===== src/sbm_cfg.svh =====
// Constants of the serial boot mode handler: codes, offsets, layout and timing.
`ifndef SBM_CFG_SVH
`define SBM_CFG_SVH

// ----------------------------------------------------------------------------
// Answer codes and block types
// ----------------------------------------------------------------------------
`define SBM_ACK 8'h55
`define SBM_BLK_ERR 8'hff
`define SBM_CHK_ERR 8'hfe
`define SBM_TYPE_HDR 8'h00
`define SBM_TYPE_DATA 8'h01
`define SBM_TYPE_EOT 8'h02

// ----------------------------------------------------------------------------
// Working modes
// ----------------------------------------------------------------------------
`define SBM_MODE_LOAD 8'h00
`define SBM_MODE_RUN_RAM 8'h01
`define SBM_MODE_CHECK 8'h02
`define SBM_MODE_RUN_NVM 8'h03

// ----------------------------------------------------------------------------
// Header layout, byte offsets inside the block
// ----------------------------------------------------------------------------
`define SBM_HDR_LEN 8'd8
`define SBM_HF_TYPE 8'd0
`define SBM_HF_MODE 8'd1
`define SBM_HF_ADDR_HI 8'd2
`define SBM_HF_ADDR_LO 8'd3
`define SBM_HF_LEN_HI 8'd4
`define SBM_HF_LEN_LO 8'd5
`define SBM_HF_BLK 8'd6

// ----------------------------------------------------------------------------
// Scratch buffer span
// ----------------------------------------------------------------------------
`define SBM_SCR_BASE 8'h70
`define SBM_SCR_TOP 8'hff
`define SBM_SCR_DEPTH 8'd144

// ----------------------------------------------------------------------------
// Baud measurement
// ----------------------------------------------------------------------------
`define SBM_SYNC_BITS 18'd9
`define SBM_BAUD_SHIFT 4
`define SBM_MEAS_MAX 18'h3ffff

// ----------------------------------------------------------------------------
// Resident program search
// ----------------------------------------------------------------------------
`define SBM_SECT_A 16'h0200
`define SBM_SECT_B 16'h8000
`define SBM_PROG_LEN 16'h00ff
// Identification byte values are arbitrary.
`define SBM_ID0 8'ha5
`define SBM_ID1 8'h5a

`endif


===== src/sbm_pkg.sv =====
// Types of the serial boot mode handler.
package sbm_pkg;
	typedef enum logic [3:0] {
		S_P1_START, S_CKSTART, S_FRD, S_FWT, S_CKDONE,
		S_SYNC_IDLE, S_SYNC_WAIT, S_SYNC_MEAS, S_SYNC_SET,
		S_RX, S_RXDONE, S_DISP, S_COPY, S_TXW, S_DONE
	} sbm_state_t;
endpackage : sbm_pkg


===== src/sbm_boot_handler.sv =====
// Serial boot mode handler: program search, baud sync, block protocol, modes.
//
// Notes on behaviour
// - Region check starts at header base address.
// - Region length accepts any 16-bit count.
// - Spare region-check header byte is ignored.
// - Sum bytes from base through base plus length.
// - Reference bytes follow region at +1, +2.
// - Answer ack on match, else checksum error.
// - Execute mode jumps to header start address.
// - Execute mode ignores unused header bytes.
// - Execute mode ends all serial traffic.
// - Time zero test byte start to stop.
// - Derive 10-bit baud reload from count.
// - Frame eight data, two stop, then ack.
// - Store block in scratch; last byte checksum.
// - Bad block checksum answers checksum error.
// - Non-header block answers block error, flags.
// - Latch mode, address, length, block length.
// - Copy bytes to RAM, pointer increments.
// - Program found needs ID and checksum pass.
// - Search both sectors or second only.
// - Header is eight bytes with checksum.
// - Mode 02H selects region check.
// - Mode 03H selects execute from nonvolatile.
`timescale 1ns/1ns
`default_nettype none
`include "sbm_cfg.svh"
module sbm_boot_handler
	import sbm_pkg::*;
(
	input wire logic mclk,
	input wire logic rstn,
	input wire logic search_both,
	input wire logic rxd,
	input wire logic [7:0] flash_rdata,
	output logic txd,
	output logic flash_rd,
	output logic [15:0] flash_addr,
	output logic ram_we,
	output logic [15:0] ram_write_pointer,
	output logic [7:0] ram_wdata,
	output logic jump,
	output logic jump_xram,
	output logic [15:0] jump_addr,
	output logic [9:0] baud_reload_value,
	output logic hdr_fail,
	output logic no_program
);
	// ------------------------------------------------------------------------
	// Helpers
	// ------------------------------------------------------------------------
	function automatic logic [14:0] bit_cycles(input logic [9:0] r);
		logic [14:0] w;
		w = {4'h0, 11'h400 - {1'b0, r}};
		return w << `SBM_BAUD_SHIFT;
	endfunction : bit_cycles

	function automatic logic [9:0] calc_reload(input logic [17:0] m);
		logic [17:0] d;
		d = m / (`SBM_SYNC_BITS << `SBM_BAUD_SHIFT);
		if (d > 18'd1024)
			d = 18'd1024;
		if (d == 18'h00000)
			d = 18'd1;
		return 10'(18'd1024 - d);
	endfunction : calc_reload

	function automatic logic [7:0] scr(input logic [7:0] i);
		return `SBM_SCR_BASE + i;
	endfunction : scr

	sbm_state_t state, ret;
	logic [7:0] scratch [`SBM_SCR_BASE:`SBM_SCR_TOP];
	logic tx_go, tx_busy, rx_en, rx_busy, rx_valid, ptr_load;
	logic [7:0] tx_byte, rx_data, rx_sh, bcnt, want, xacc, cidx, cnum;
	logic [9:0] tx_sh;
	logic [3:0] tx_bits, rx_bits;
	logic [14:0] tx_cnt, rx_cnt;
	logic [17:0] meas;
	logic expect_hdr, phase1, on_b, ck_ok;
	logic [7:0] mode, hdr_blk;
	logic [15:0] hdr_start, hdr_len, base, len;
	logic [16:0] fidx;
	logic [7:0] sum_add, sum_xor;
	logic cs_en;

	// ------------------------------------------------------------------------
	// Region checksum engine
	// ------------------------------------------------------------------------
	// Only the second wait cycle carries settled read data, so each byte is summed once.
	assign cs_en = (state == S_FWT) && !flash_rd && (fidx <= {1'b0, len});
	sbm_region_sum u_sum (
		.mclk(mclk),
		.rstn(rstn),
		.clr(state == S_CKSTART),
		.en(cs_en),
		.din(flash_rdata),
		.sum_add(sum_add),
		.sum_xor(sum_xor)
	);

	// ------------------------------------------------------------------------
	// Transmitter, 8 data bits, no parity, two stop bits
	// ------------------------------------------------------------------------
	always_ff @(posedge mclk or negedge rstn)
	begin
		if (!rstn)
		begin
			txd <= 1'b1;
			tx_busy <= 1'b0;
			tx_sh <= 10'h3ff;
			tx_bits <= 4'h0;
			tx_cnt <= 15'h0000;
		end
		else if (!tx_busy)
		begin
			if (tx_go)
			begin
				tx_sh <= {2'b11, tx_byte};
				txd <= 1'b0;
				tx_bits <= 4'd10;
				tx_cnt <= bit_cycles(baud_reload_value);
				tx_busy <= 1'b1;
			end
		end
		else if (tx_cnt == 15'h0001)
		begin
			if (tx_bits == 4'h0)
				tx_busy <= 1'b0;
			else
			begin
				txd <= tx_sh[0];
				tx_sh <= {1'b1, tx_sh[9:1]};
				tx_bits <= tx_bits - 4'h1;
				tx_cnt <= bit_cycles(baud_reload_value);
			end
		end
		else
			tx_cnt <= tx_cnt - 15'h0001;
	end

	// ------------------------------------------------------------------------
	// Receiver, sampling each bit in its middle
	// ------------------------------------------------------------------------
	always_ff @(posedge mclk or negedge rstn)
	begin
		if (!rstn)
		begin
			rx_busy <= 1'b0;
			rx_valid <= 1'b0;
			rx_bits <= 4'h0;
			rx_cnt <= 15'h0000;
			rx_sh <= 8'h00;
			rx_data <= 8'h00;
		end
		else
		begin
			rx_valid <= 1'b0;
			if (!rx_busy)
			begin
				if (rx_en && !rxd)
				begin
					rx_busy <= 1'b1;
					rx_bits <= 4'h0;
					rx_cnt <= bit_cycles(baud_reload_value) >> 1;
				end
			end
			else if (rx_cnt == 15'h0001)
			begin
				rx_cnt <= bit_cycles(baud_reload_value);
				rx_bits <= rx_bits + 4'h1;
				// A start bit gone high again is taken as noise.
				if (rx_bits == 4'h0 && rxd)
					rx_busy <= 1'b0;
				else if (rx_bits == 4'd9)
				begin
					rx_busy <= 1'b0;
					rx_valid <= rxd;
					rx_data <= rx_sh;
				end
				else if (rx_bits != 4'h0)
					rx_sh <= {rxd, rx_sh[7:1]};
			end
			else
				rx_cnt <= rx_cnt - 15'h0001;
		end
	end

	// ------------------------------------------------------------------------
	// RAM write pointer
	// ------------------------------------------------------------------------
	always_ff @(posedge mclk or negedge rstn)
	begin
		if (!rstn)
			ram_write_pointer <= 16'h0000;
		else if (ptr_load)
			ram_write_pointer <= hdr_start;
		else if (ram_we)
			ram_write_pointer <= ram_write_pointer + 16'h0001;
	end

	// ------------------------------------------------------------------------
	// Scratch buffer, written as bytes arrive
	// ------------------------------------------------------------------------
	always_ff @(posedge mclk)
	begin
		if (state == S_RX && rx_valid && bcnt < `SBM_SCR_DEPTH)
			scratch[scr(bcnt)] <= rx_data;
	end

	// ------------------------------------------------------------------------
	// Sequencer
	// ------------------------------------------------------------------------
	always_ff @(posedge mclk or negedge rstn)
	begin
		if (!rstn)
		begin
			state <= S_P1_START;
			ret <= S_RX;
			tx_go <= 1'b0;
			tx_byte <= 8'h00;
			rx_en <= 1'b0;
			ptr_load <= 1'b0;
			flash_rd <= 1'b0;
			flash_addr <= 16'h0000;
			ram_we <= 1'b0;
			ram_wdata <= 8'h00;
			jump <= 1'b0;
			jump_xram <= 1'b0;
			jump_addr <= 16'h0000;
			baud_reload_value <= 10'h000;
			hdr_fail <= 1'b0;
			no_program <= 1'b0;
			meas <= 18'h00000;
			bcnt <= 8'h00;
			want <= 8'h00;
			xacc <= 8'h00;
			cidx <= 8'h00;
			cnum <= 8'h00;
			expect_hdr <= 1'b1;
			mode <= 8'h00;
			hdr_blk <= 8'h00;
			hdr_start <= 16'h0000;
			hdr_len <= 16'h0000;
			base <= 16'h0000;
			len <= 16'h0000;
			fidx <= 17'h00000;
			phase1 <= 1'b1;
			on_b <= 1'b0;
			ck_ok <= 1'b0;
		end
		else
		begin
			tx_go <= 1'b0;
			ptr_load <= 1'b0;
			flash_rd <= 1'b0;
			ram_we <= 1'b0;
			case (state)
				S_P1_START:
				begin
					on_b <= !search_both;
					base <= search_both ? `SBM_SECT_A : `SBM_SECT_B;
					len <= `SBM_PROG_LEN;
					phase1 <= 1'b1;
					state <= S_CKSTART;
				end
				S_CKSTART:
				begin
					fidx <= 17'h00000;
					ck_ok <= 1'b1;
					state <= S_FRD;
				end
				S_FRD:
				begin
					flash_rd <= 1'b1;
					flash_addr <= base + fidx[15:0];
					state <= S_FWT;
				end
				S_FWT:
				begin
					// Read data is valid one cycle after the strobe.
					if (!flash_rd)
					begin
						if (phase1 && fidx == 17'h00000 && flash_rdata != `SBM_ID0)
							ck_ok <= 1'b0;
						if (phase1 && fidx == 17'h00001 && flash_rdata != `SBM_ID1)
							ck_ok <= 1'b0;
						if (fidx == {1'b0, len} + 17'h00001 && flash_rdata != sum_add)
							ck_ok <= 1'b0;
						if (fidx == {1'b0, len} + 17'h00002)
						begin
							if (flash_rdata != sum_xor)
								ck_ok <= 1'b0;
							state <= S_CKDONE;
						end
						else
						begin
							fidx <= fidx + 17'h00001;
							state <= S_FRD;
						end
					end
				end
				S_CKDONE:
				begin
					if (!phase1)
					begin
						tx_byte <= ck_ok ? `SBM_ACK : `SBM_CHK_ERR;
						tx_go <= 1'b1;
						expect_hdr <= 1'b1;
						ret <= S_RX;
						state <= S_TXW;
					end
					else if (ck_ok)
					begin
						jump <= 1'b1;
						jump_addr <= base;
						state <= S_DONE;
					end
					else if (!on_b)
					begin
						on_b <= 1'b1;
						base <= `SBM_SECT_B;
						state <= S_CKSTART;
					end
					else
					begin
						no_program <= 1'b1;
						state <= S_SYNC_IDLE;
					end
				end
				S_SYNC_IDLE:
					if (rxd)
						state <= S_SYNC_WAIT;
				S_SYNC_WAIT:
				begin
					// The first low sample already counts as one cycle of the test byte.
					meas <= 18'h00001;
					if (!rxd)
						state <= S_SYNC_MEAS;
				end
				S_SYNC_MEAS:
				begin
					// The all-zero test byte is low from start bit to stop bit.
					if (rxd)
						state <= S_SYNC_SET;
					else if (meas != `SBM_MEAS_MAX)
						meas <= meas + 18'h00001;
				end
				S_SYNC_SET:
				begin
					baud_reload_value <= calc_reload(meas);
					rx_en <= 1'b1;
					tx_byte <= `SBM_ACK;
					tx_go <= 1'b1;
					expect_hdr <= 1'b1;
					ret <= S_RX;
					state <= S_TXW;
				end
				S_TXW:
				begin
					bcnt <= 8'h00;
					xacc <= 8'h00;
					if (!tx_go && !tx_busy)
						state <= ret;
				end
				S_RX:
					if (rx_valid)
					begin
						if (bcnt == 8'h00)
						begin
							if (expect_hdr)
								want <= `SBM_HDR_LEN;
							else if (rx_data == `SBM_TYPE_EOT)
								want <= hdr_blk + 8'd3;
							else
								want <= hdr_blk + 8'd2;
						end
						xacc <= xacc ^ rx_data;
						bcnt <= bcnt + 8'h01;
						if (bcnt != 8'h00 && bcnt + 8'h01 == want)
							state <= S_RXDONE;
					end
				S_RXDONE:
				begin
					tx_go <= 1'b1;
					ret <= S_RX;
					state <= S_TXW;
					if (xacc != 8'h00)
						tx_byte <= `SBM_CHK_ERR;
					else if (expect_hdr && scratch[scr(`SBM_HF_TYPE)] != `SBM_TYPE_HDR)
					begin
						tx_byte <= `SBM_BLK_ERR;
						hdr_fail <= 1'b1;
					end
					else if (expect_hdr)
					begin
						// Only the trailing checksum byte of the header is never read here.
						mode <= scratch[scr(`SBM_HF_MODE)];
						hdr_start <= {scratch[scr(`SBM_HF_ADDR_HI)], scratch[scr(`SBM_HF_ADDR_LO)]};
						hdr_len <= {scratch[scr(`SBM_HF_LEN_HI)], scratch[scr(`SBM_HF_LEN_LO)]};
						hdr_blk <= scratch[scr(`SBM_HF_BLK)];
						hdr_fail <= 1'b0;
						tx_byte <= `SBM_ACK;
						ret <= S_DISP;
					end
					else if (scratch[scr(`SBM_HF_TYPE)] == `SBM_TYPE_DATA)
					begin
						tx_go <= 1'b0;
						cidx <= 8'd1;
						cnum <= hdr_blk;
						state <= S_COPY;
					end
					else if (scratch[scr(`SBM_HF_TYPE)] == `SBM_TYPE_EOT)
					begin
						tx_go <= 1'b0;
						cidx <= 8'd2;
						cnum <= scratch[scr(8'd1)];
						expect_hdr <= 1'b1;
						state <= S_COPY;
					end
					else
						tx_byte <= `SBM_BLK_ERR;
				end
				S_COPY:
					if (cnum == 8'h00)
					begin
						tx_byte <= `SBM_ACK;
						tx_go <= 1'b1;
						ret <= S_RX;
						state <= S_TXW;
					end
					else
					begin
						ram_we <= 1'b1;
						ram_wdata <= scratch[scr(cidx)];
						cidx <= cidx + 8'h01;
						cnum <= cnum - 8'h01;
					end
				S_DISP:
				begin
					bcnt <= 8'h00;
					xacc <= 8'h00;
					state <= S_RX;
					case (mode)
						`SBM_MODE_LOAD:
						begin
							ptr_load <= 1'b1;
							expect_hdr <= 1'b0;
						end
						`SBM_MODE_RUN_RAM:
						begin
							jump <= 1'b1;
							jump_xram <= 1'b1;
							jump_addr <= hdr_start;
							state <= S_DONE;
						end
						`SBM_MODE_CHECK:
						begin
							base <= hdr_start;
							len <= hdr_len;
							phase1 <= 1'b0;
							state <= S_CKSTART;
						end
						`SBM_MODE_RUN_NVM:
						begin
							jump <= 1'b1;
							jump_addr <= hdr_start;
							state <= S_DONE;
						end
						default:
							expect_hdr <= 1'b1;
					endcase
				end
				S_DONE:
					state <= S_DONE;
				default:
					state <= S_P1_START;
			endcase
		end
	end

	// ------------------------------------------------------------------------
	// Checks
	// ------------------------------------------------------------------------
	a_ptr_step:
	assert property (@(posedge mclk) disable iff (!rstn)
		ram_we && !ptr_load |=> ram_write_pointer == $past(ram_write_pointer) + 16'h0001)
		else $error("RAM pointer did not step after a write");

	a_sync_ack:
	assert property (@(posedge mclk) disable iff (!rstn)
		state == S_SYNC_SET |=> tx_go && tx_byte == `SBM_ACK && rx_en)
		else $error("No acknowledge after baud sync");

	a_stop_bits:
	assert property (@(posedge mclk) disable iff (!rstn)
		$fell(tx_busy) |-> txd && $past(txd, 2))
		else $error("Frame did not end in stop level");

	a_chk_err:
	assert property (@(posedge mclk) disable iff (!rstn)
		state == S_RXDONE && xacc != 8'h00 |=> tx_go && tx_byte == `SBM_CHK_ERR)
		else $error("Bad block checksum not reported");

	a_blk_err:
	assert property (@(posedge mclk) disable iff (!rstn)
		state == S_RXDONE && xacc == 8'h00 && expect_hdr && scratch[scr(`SBM_HF_TYPE)] != `SBM_TYPE_HDR
		|=> tx_byte == `SBM_BLK_ERR && hdr_fail)
		else $error("Wrong header type not reported");

	a_ref_addr:
	assert property (@(posedge mclk) disable iff (!rstn)
		state == S_FRD && fidx == {1'b0, len} + 17'h00002 |=> flash_addr == base + len + 16'h0002)
		else $error("Second reference byte read from wrong address");

	a_region_ans:
	assert property (@(posedge mclk) disable iff (!rstn)
		state == S_CKDONE && !phase1 |=> tx_go && (tx_byte == `SBM_ACK) == $past(ck_ok))
		else $error("Region verdict does not match comparison");

	a_run_nvm:
	assert property (@(posedge mclk) disable iff (!rstn)
		state == S_DISP && mode == `SBM_MODE_RUN_NVM |=> jump && !jump_xram && jump_addr == $past(hdr_start))
		else $error("Execute mode jumped to wrong address");

	a_silent_end:
	assert property (@(posedge mclk) disable iff (!rstn)
		state == S_DONE |-> !tx_go ##1 !tx_go)
		else $error("Serial traffic after program jump");

	a_first_addr:
	assert property (@(posedge mclk) disable iff (!rstn)
		state == S_CKSTART && !phase1 ##1 state == S_FRD |=> flash_addr == base)
		else $error("Region check did not start at base");
endmodule : sbm_boot_handler
`default_nettype wire


===== src/sbm_region_sum.sv =====
// Replaceable two-byte checksum engine over a stream of memory bytes.
`timescale 1ns/1ns
`default_nettype none
// Default: first byte is the sum modulo 256, second is the XOR of all bytes.
module sbm_region_sum
(
	input wire logic mclk,
	input wire logic rstn,
	input wire logic clr,
	input wire logic en,
	input wire logic [7:0] din,
	output logic [7:0] sum_add,
	output logic [7:0] sum_xor
);
	always_ff @(posedge mclk or negedge rstn)
	begin
		if (!rstn)
		begin
			sum_add <= 8'h00;
			sum_xor <= 8'h00;
		end
		else if (clr)
		begin
			sum_add <= 8'h00;
			sum_xor <= 8'h00;
		end
		else if (en)
		begin
			sum_add <= sum_add + din;
			sum_xor <= sum_xor ^ din;
		end
	end
endmodule : sbm_region_sum
`default_nettype wire


===== config.mk =====
export PLATFORM = sky130hd
export DESIGN_NAME = sbm_boot_handler
export DESIGN_NICKNAME = d
export VERILOG_FILES = /design/src/sbm_pkg.sv /design/src/sbm_boot_handler.sv /design/src/sbm_region_sum.sv
export VERILOG_INCLUDE_DIRS = /design/src
export SDC_FILE = /design/constraint.sdc
export NUM_CORES = 2
export LEC_CHECK = 0
export ABC_AREA = 1
export BUFFER_PORTS_ARGS = -buffer_cell sky130_fd_sc_hd__buf_2
export CAP_MARGIN = 25
export CORE_ASPECT_RATIO = 0.5
export CORE_MARGIN = 5
export CORE_UTILIZATION = 47
export CTS_CLUSTER_DIAMETER = 100
export DETAILED_ROUTE_END_ITERATION = 6
export PLACE_DENSITY = 0.68
export REMOVE_ABC_BUFFERS = 1
export SYNTH_ARGS = -nofsm -noshare
export SYNTH_HDL_FRONTEND = slang
export SYNTH_SLANG_ARGS = --single-unit

===== constraint.sdc =====
create_clock -name mclk -period 11.2 [get_ports mclk]
set_input_delay 1.68 -clock mclk [delete_from_list [all_inputs] [get_ports mclk]]
set_output_delay 1.68 -clock mclk [all_outputs]
set_load 0.02 [all_outputs]

==> impl_metrics.toml <==
[cells_and_area]
seq_area_um2 = 42800
fin_cells = 7706
synthToLayoutAreaGrowth_pct = 10.6
layout.nets = 5881
mostFrequentLayoutCells = "1152 x edfxtp_1, 913 x nor2_1, 827 x o21ai_0, 646 x nand2_1, 339 x inv_1"
fill_cells = 11300
drive_gt1_share_pct = 7.88
multiInputGateArea_um2 = 18900
layout_commonest_cell = "edfxtp_1"

[yosys]
synth_warnings = 0
synth_edf_count = 1152
synth_cell_types = 64
synth.yosys.seq_area_share_pct = 66.6
syn_area_um2 = 64200
netlist_instances = 5823
avgSynthCellArea_um2 = 11.0
ys_seq_elements = 1476
synth_flop_cell = "edfxtp_1"
async_flop_share_pct = 22.0

[worst_setup_path]
crit_start = "meas[15]"
crit_type = "reg -> reg"
timing.rr.end = "baud_reload_value[6]"
crit_slowest_cell = "dfrtp_1"
arrival_ns = 6.70
cp_max_fo = 15
r2r-start = "meas[15]"
ff2ff_path_depth = 53
crit_required_ns = 11.84
cp_slowest_stage_delay_ns = 0.40
critPathLaunchType = "flip-flop"
critPathCaptureType = "flip-flop"
reg2reg_slack_ns = 5.15

[power_and_ir_drop]
vdd_ir_drop_max_mv = 0.129
clkPwrFrac_pct = 44.8
switching_share_pct = 20.1
p_per_area_nw_per_um2 = 150
p_leak_nw = 23.3
p_int_mw = 8.51
pwr-share-comb_pct = 0.4
pwr-share-seq_pct = 54.8
power.switching_mw = 2.14

[grt]
grt_use_total_pct = 23.5
grt_pass1_vias = 44100
antenna_found_initial = 4
grt_max_degree = 202
grt_first_pass_wirelength_mm = 266
gr-total-overflow = 0

[clock_network]
cts.repair.resized = 0
clock_latency_ns = 0.78
cts_max_path_buffers = 3
cts_root_buffer = "clkbuf_16"
h-tree-depth = 4
clock-sinks = 1476
clk_pin_slew_ns = 0.06
cts_buffers = 136
post_cts_buffers = 0
holdBufCountCts = 0
cts_tree = "done"

[routing]
vias_per_cell = 5.98
vias = 46100
wl_mm = 174
drt-pass1-iter-count = 6
drc = 0
wl_per_cell_um = 22.6
first_iter_violations = 5855
ant_nets = 0

[flow_run]
maxCapViolCount = 0

[sta]
rsz0062_at_grt = "false"
min_period_ns = 6.05
hold_viol_final = 0
final-setup-viol-count = 0
skew_ns = 0.0441
tightest_slew_ns = 1.17
fmax_ghz = 0.165
layout_setup_ws_ns = 5.15
slew_headroom_pct = 21.7
report.final.slew_viol_count = 0
post-route-period-util_pct = 54.0

[floorplanning]
start_util_pct = 47.6
fp.dieH_um = 271
die_area_um2 = 144000
die_w_um = 533
core-area_um2 = 135000
rows = 95
ioPinCount = 85

[placement]
dp.cells = 7451
hpwl_mm = 104
place_ws_ns = 5.15
io_buffers = 84
place.gp.congestion = 0.908

[worst_hold_path]
holdPathEnd = "xacc[5]"
min_from = "xacc[5]"
min_path_cells = 1
hold_path_class = "reg -> reg"

[run_status]
outcome = "finished clean"
-- registers in the layout, indices dropped and copies added (netlist names), 10 cells and up --
register and count:
scratch 1152, tx_cnt 15, baud_reload_value 10, len 16, ram_write_pointer 16, jump_addr 16, rx_cnt 15, fidx 17
hdr_len 16, hdr_start 16, flash_addr 16, meas 18, base 16
-- layer usage --
metal	wire (um)	vias up	track usage, %	part of all wire (%)
li1	-	20800	-	-
met1	72000	22700	33.1	41
met2	80100	2225	37.1	46
met3	16800	323	4.35	9.6
met4	5320	2	8.17	3.1
met5	11	-	0	0.0063
-- cells by family (layout without fill, tap and decap cells) --
kind of cell / after synthesis / count (layout) / synth area share [%]
AOI/OAI and AO/OA: 1453 / 1453 / 13.0
xor gates and xnor gates: 115 / 115 / 1.57
adders and majority gates: 70 / 70 / 1.39
buffers and inverters: 673 / 761 / 3.97
DFF: 1476 / 1476 / 66.6
muxes: 17 / 17 / 0.298
other: 0 / 1 / 0
and+or+nand+nor: 2019 / 2019 / 13.2
-- per-stage QoR --
stage          util [%]  setup TNS [ns]  instance area [um^2]  hold WS, ns  total power [mW]
3_3_place_gp       49.0               0                 66200        0.437              5.99
4_1_cts            52.5               0                 70900        0.455              10.7
6_report           52.6               0                 71000        0.461              10.6
2_1_floorplan         -         -112.49                 63000        0.422              5.96
5_1_grt            52.6               0                 71000        0.461              10.9
3_5_place_dp       49.2               0                 66300        0.446              5.99
-- worst max path at each step --
stage          slack [ns]  cells past startpoint                   end
6_report             5.15                     53  baud_reload_value[6]
5_1_grt              4.21                     57  baud_reload_value[6]
4_1_cts              5.16                     52  baud_reload_value[6]
3_5_place_dp         5.15                     52  baud_reload_value[6]
3_3_place_gp         5.27                     59  baud_reload_value[8]
2_1_floorplan       -9.69                     10          ram_wdata[1]
-- cell usage after synthesis (8+ instances only) --
cell type / instances / share of area (%)
o21ai_1: 9 / 0.070
nand2_4: 8 / 0.14
edfxtp_1: 1152 / 54
nand2_1: 647 / 3.8
mux2_2: 17 / 0.30
ha_1: 68 / 1.3
o221ai_1: 114 / 1.6
nand3_1: 253 / 2.0
a21oi_1: 165 / 1.3
nor3_1: 50 / 0.39
a31oi_1: 29 / 0.28
o21ai_0: 828 / 6.5
dfstp_2: 11 / 0.45
xor2_1: 80 / 1.1
o211ai_1: 43 / 0.50
inv_2: 19 / 0.11
dfrtp_1: 313 / 12
o22ai_1: 187 / 1.8
buf_1: 20 / 0.12
clkbuf_1: 283 / 1.7
nand4_1: 67 / 0.65
nand2_2: 22 / 0.21
xnor2_1: 35 / 0.48
o31ai_1: 9 / 0.11
nor4_1: 30 / 0.29
a2111oi_0: 8 / 0.11
nor2_1: 915 / 5.4
inv_1: 340 / 2.0
a221oi_1: 8 / 0.11
-- power by group through the flow --
stage	logic (mW)	registers [mW]	clock network [mW]
floorplan	0.00940	5.95	0
global placement	0.0410	5.95	0
detailed placement	0.0422	5.95	0
CTS	0.0423	5.84	4.82
global route	0.0478	5.83	5.07
finish	0.0403	5.84	4.77
-- layout make-up --
class / instances / area share, %
clock inverter: 80 / 1.21
inverter: 365 / 1.95
antenna: 1 / 0.00353
tap: 1794 / 3.16
timing repair buffer: 146 / 1.59
sequential: 1476 / 60.2
multi-input combinational: 3674 / 26.6
clock buffer: 170 / 5.19
-- critical path: cells and delay by family (launching register included) --
family / cells / cell delay (ns)
and+or+nand+nor: 46 / 4.58
AOI/OAI and AO/OA: 2 / 0.41
DFF: 1 / 0.40
buffers and inverters: 4 / 0.33
adders and majority gates: 1 / 0.23
No activity file was read; power rests on OpenSTA's default activity.
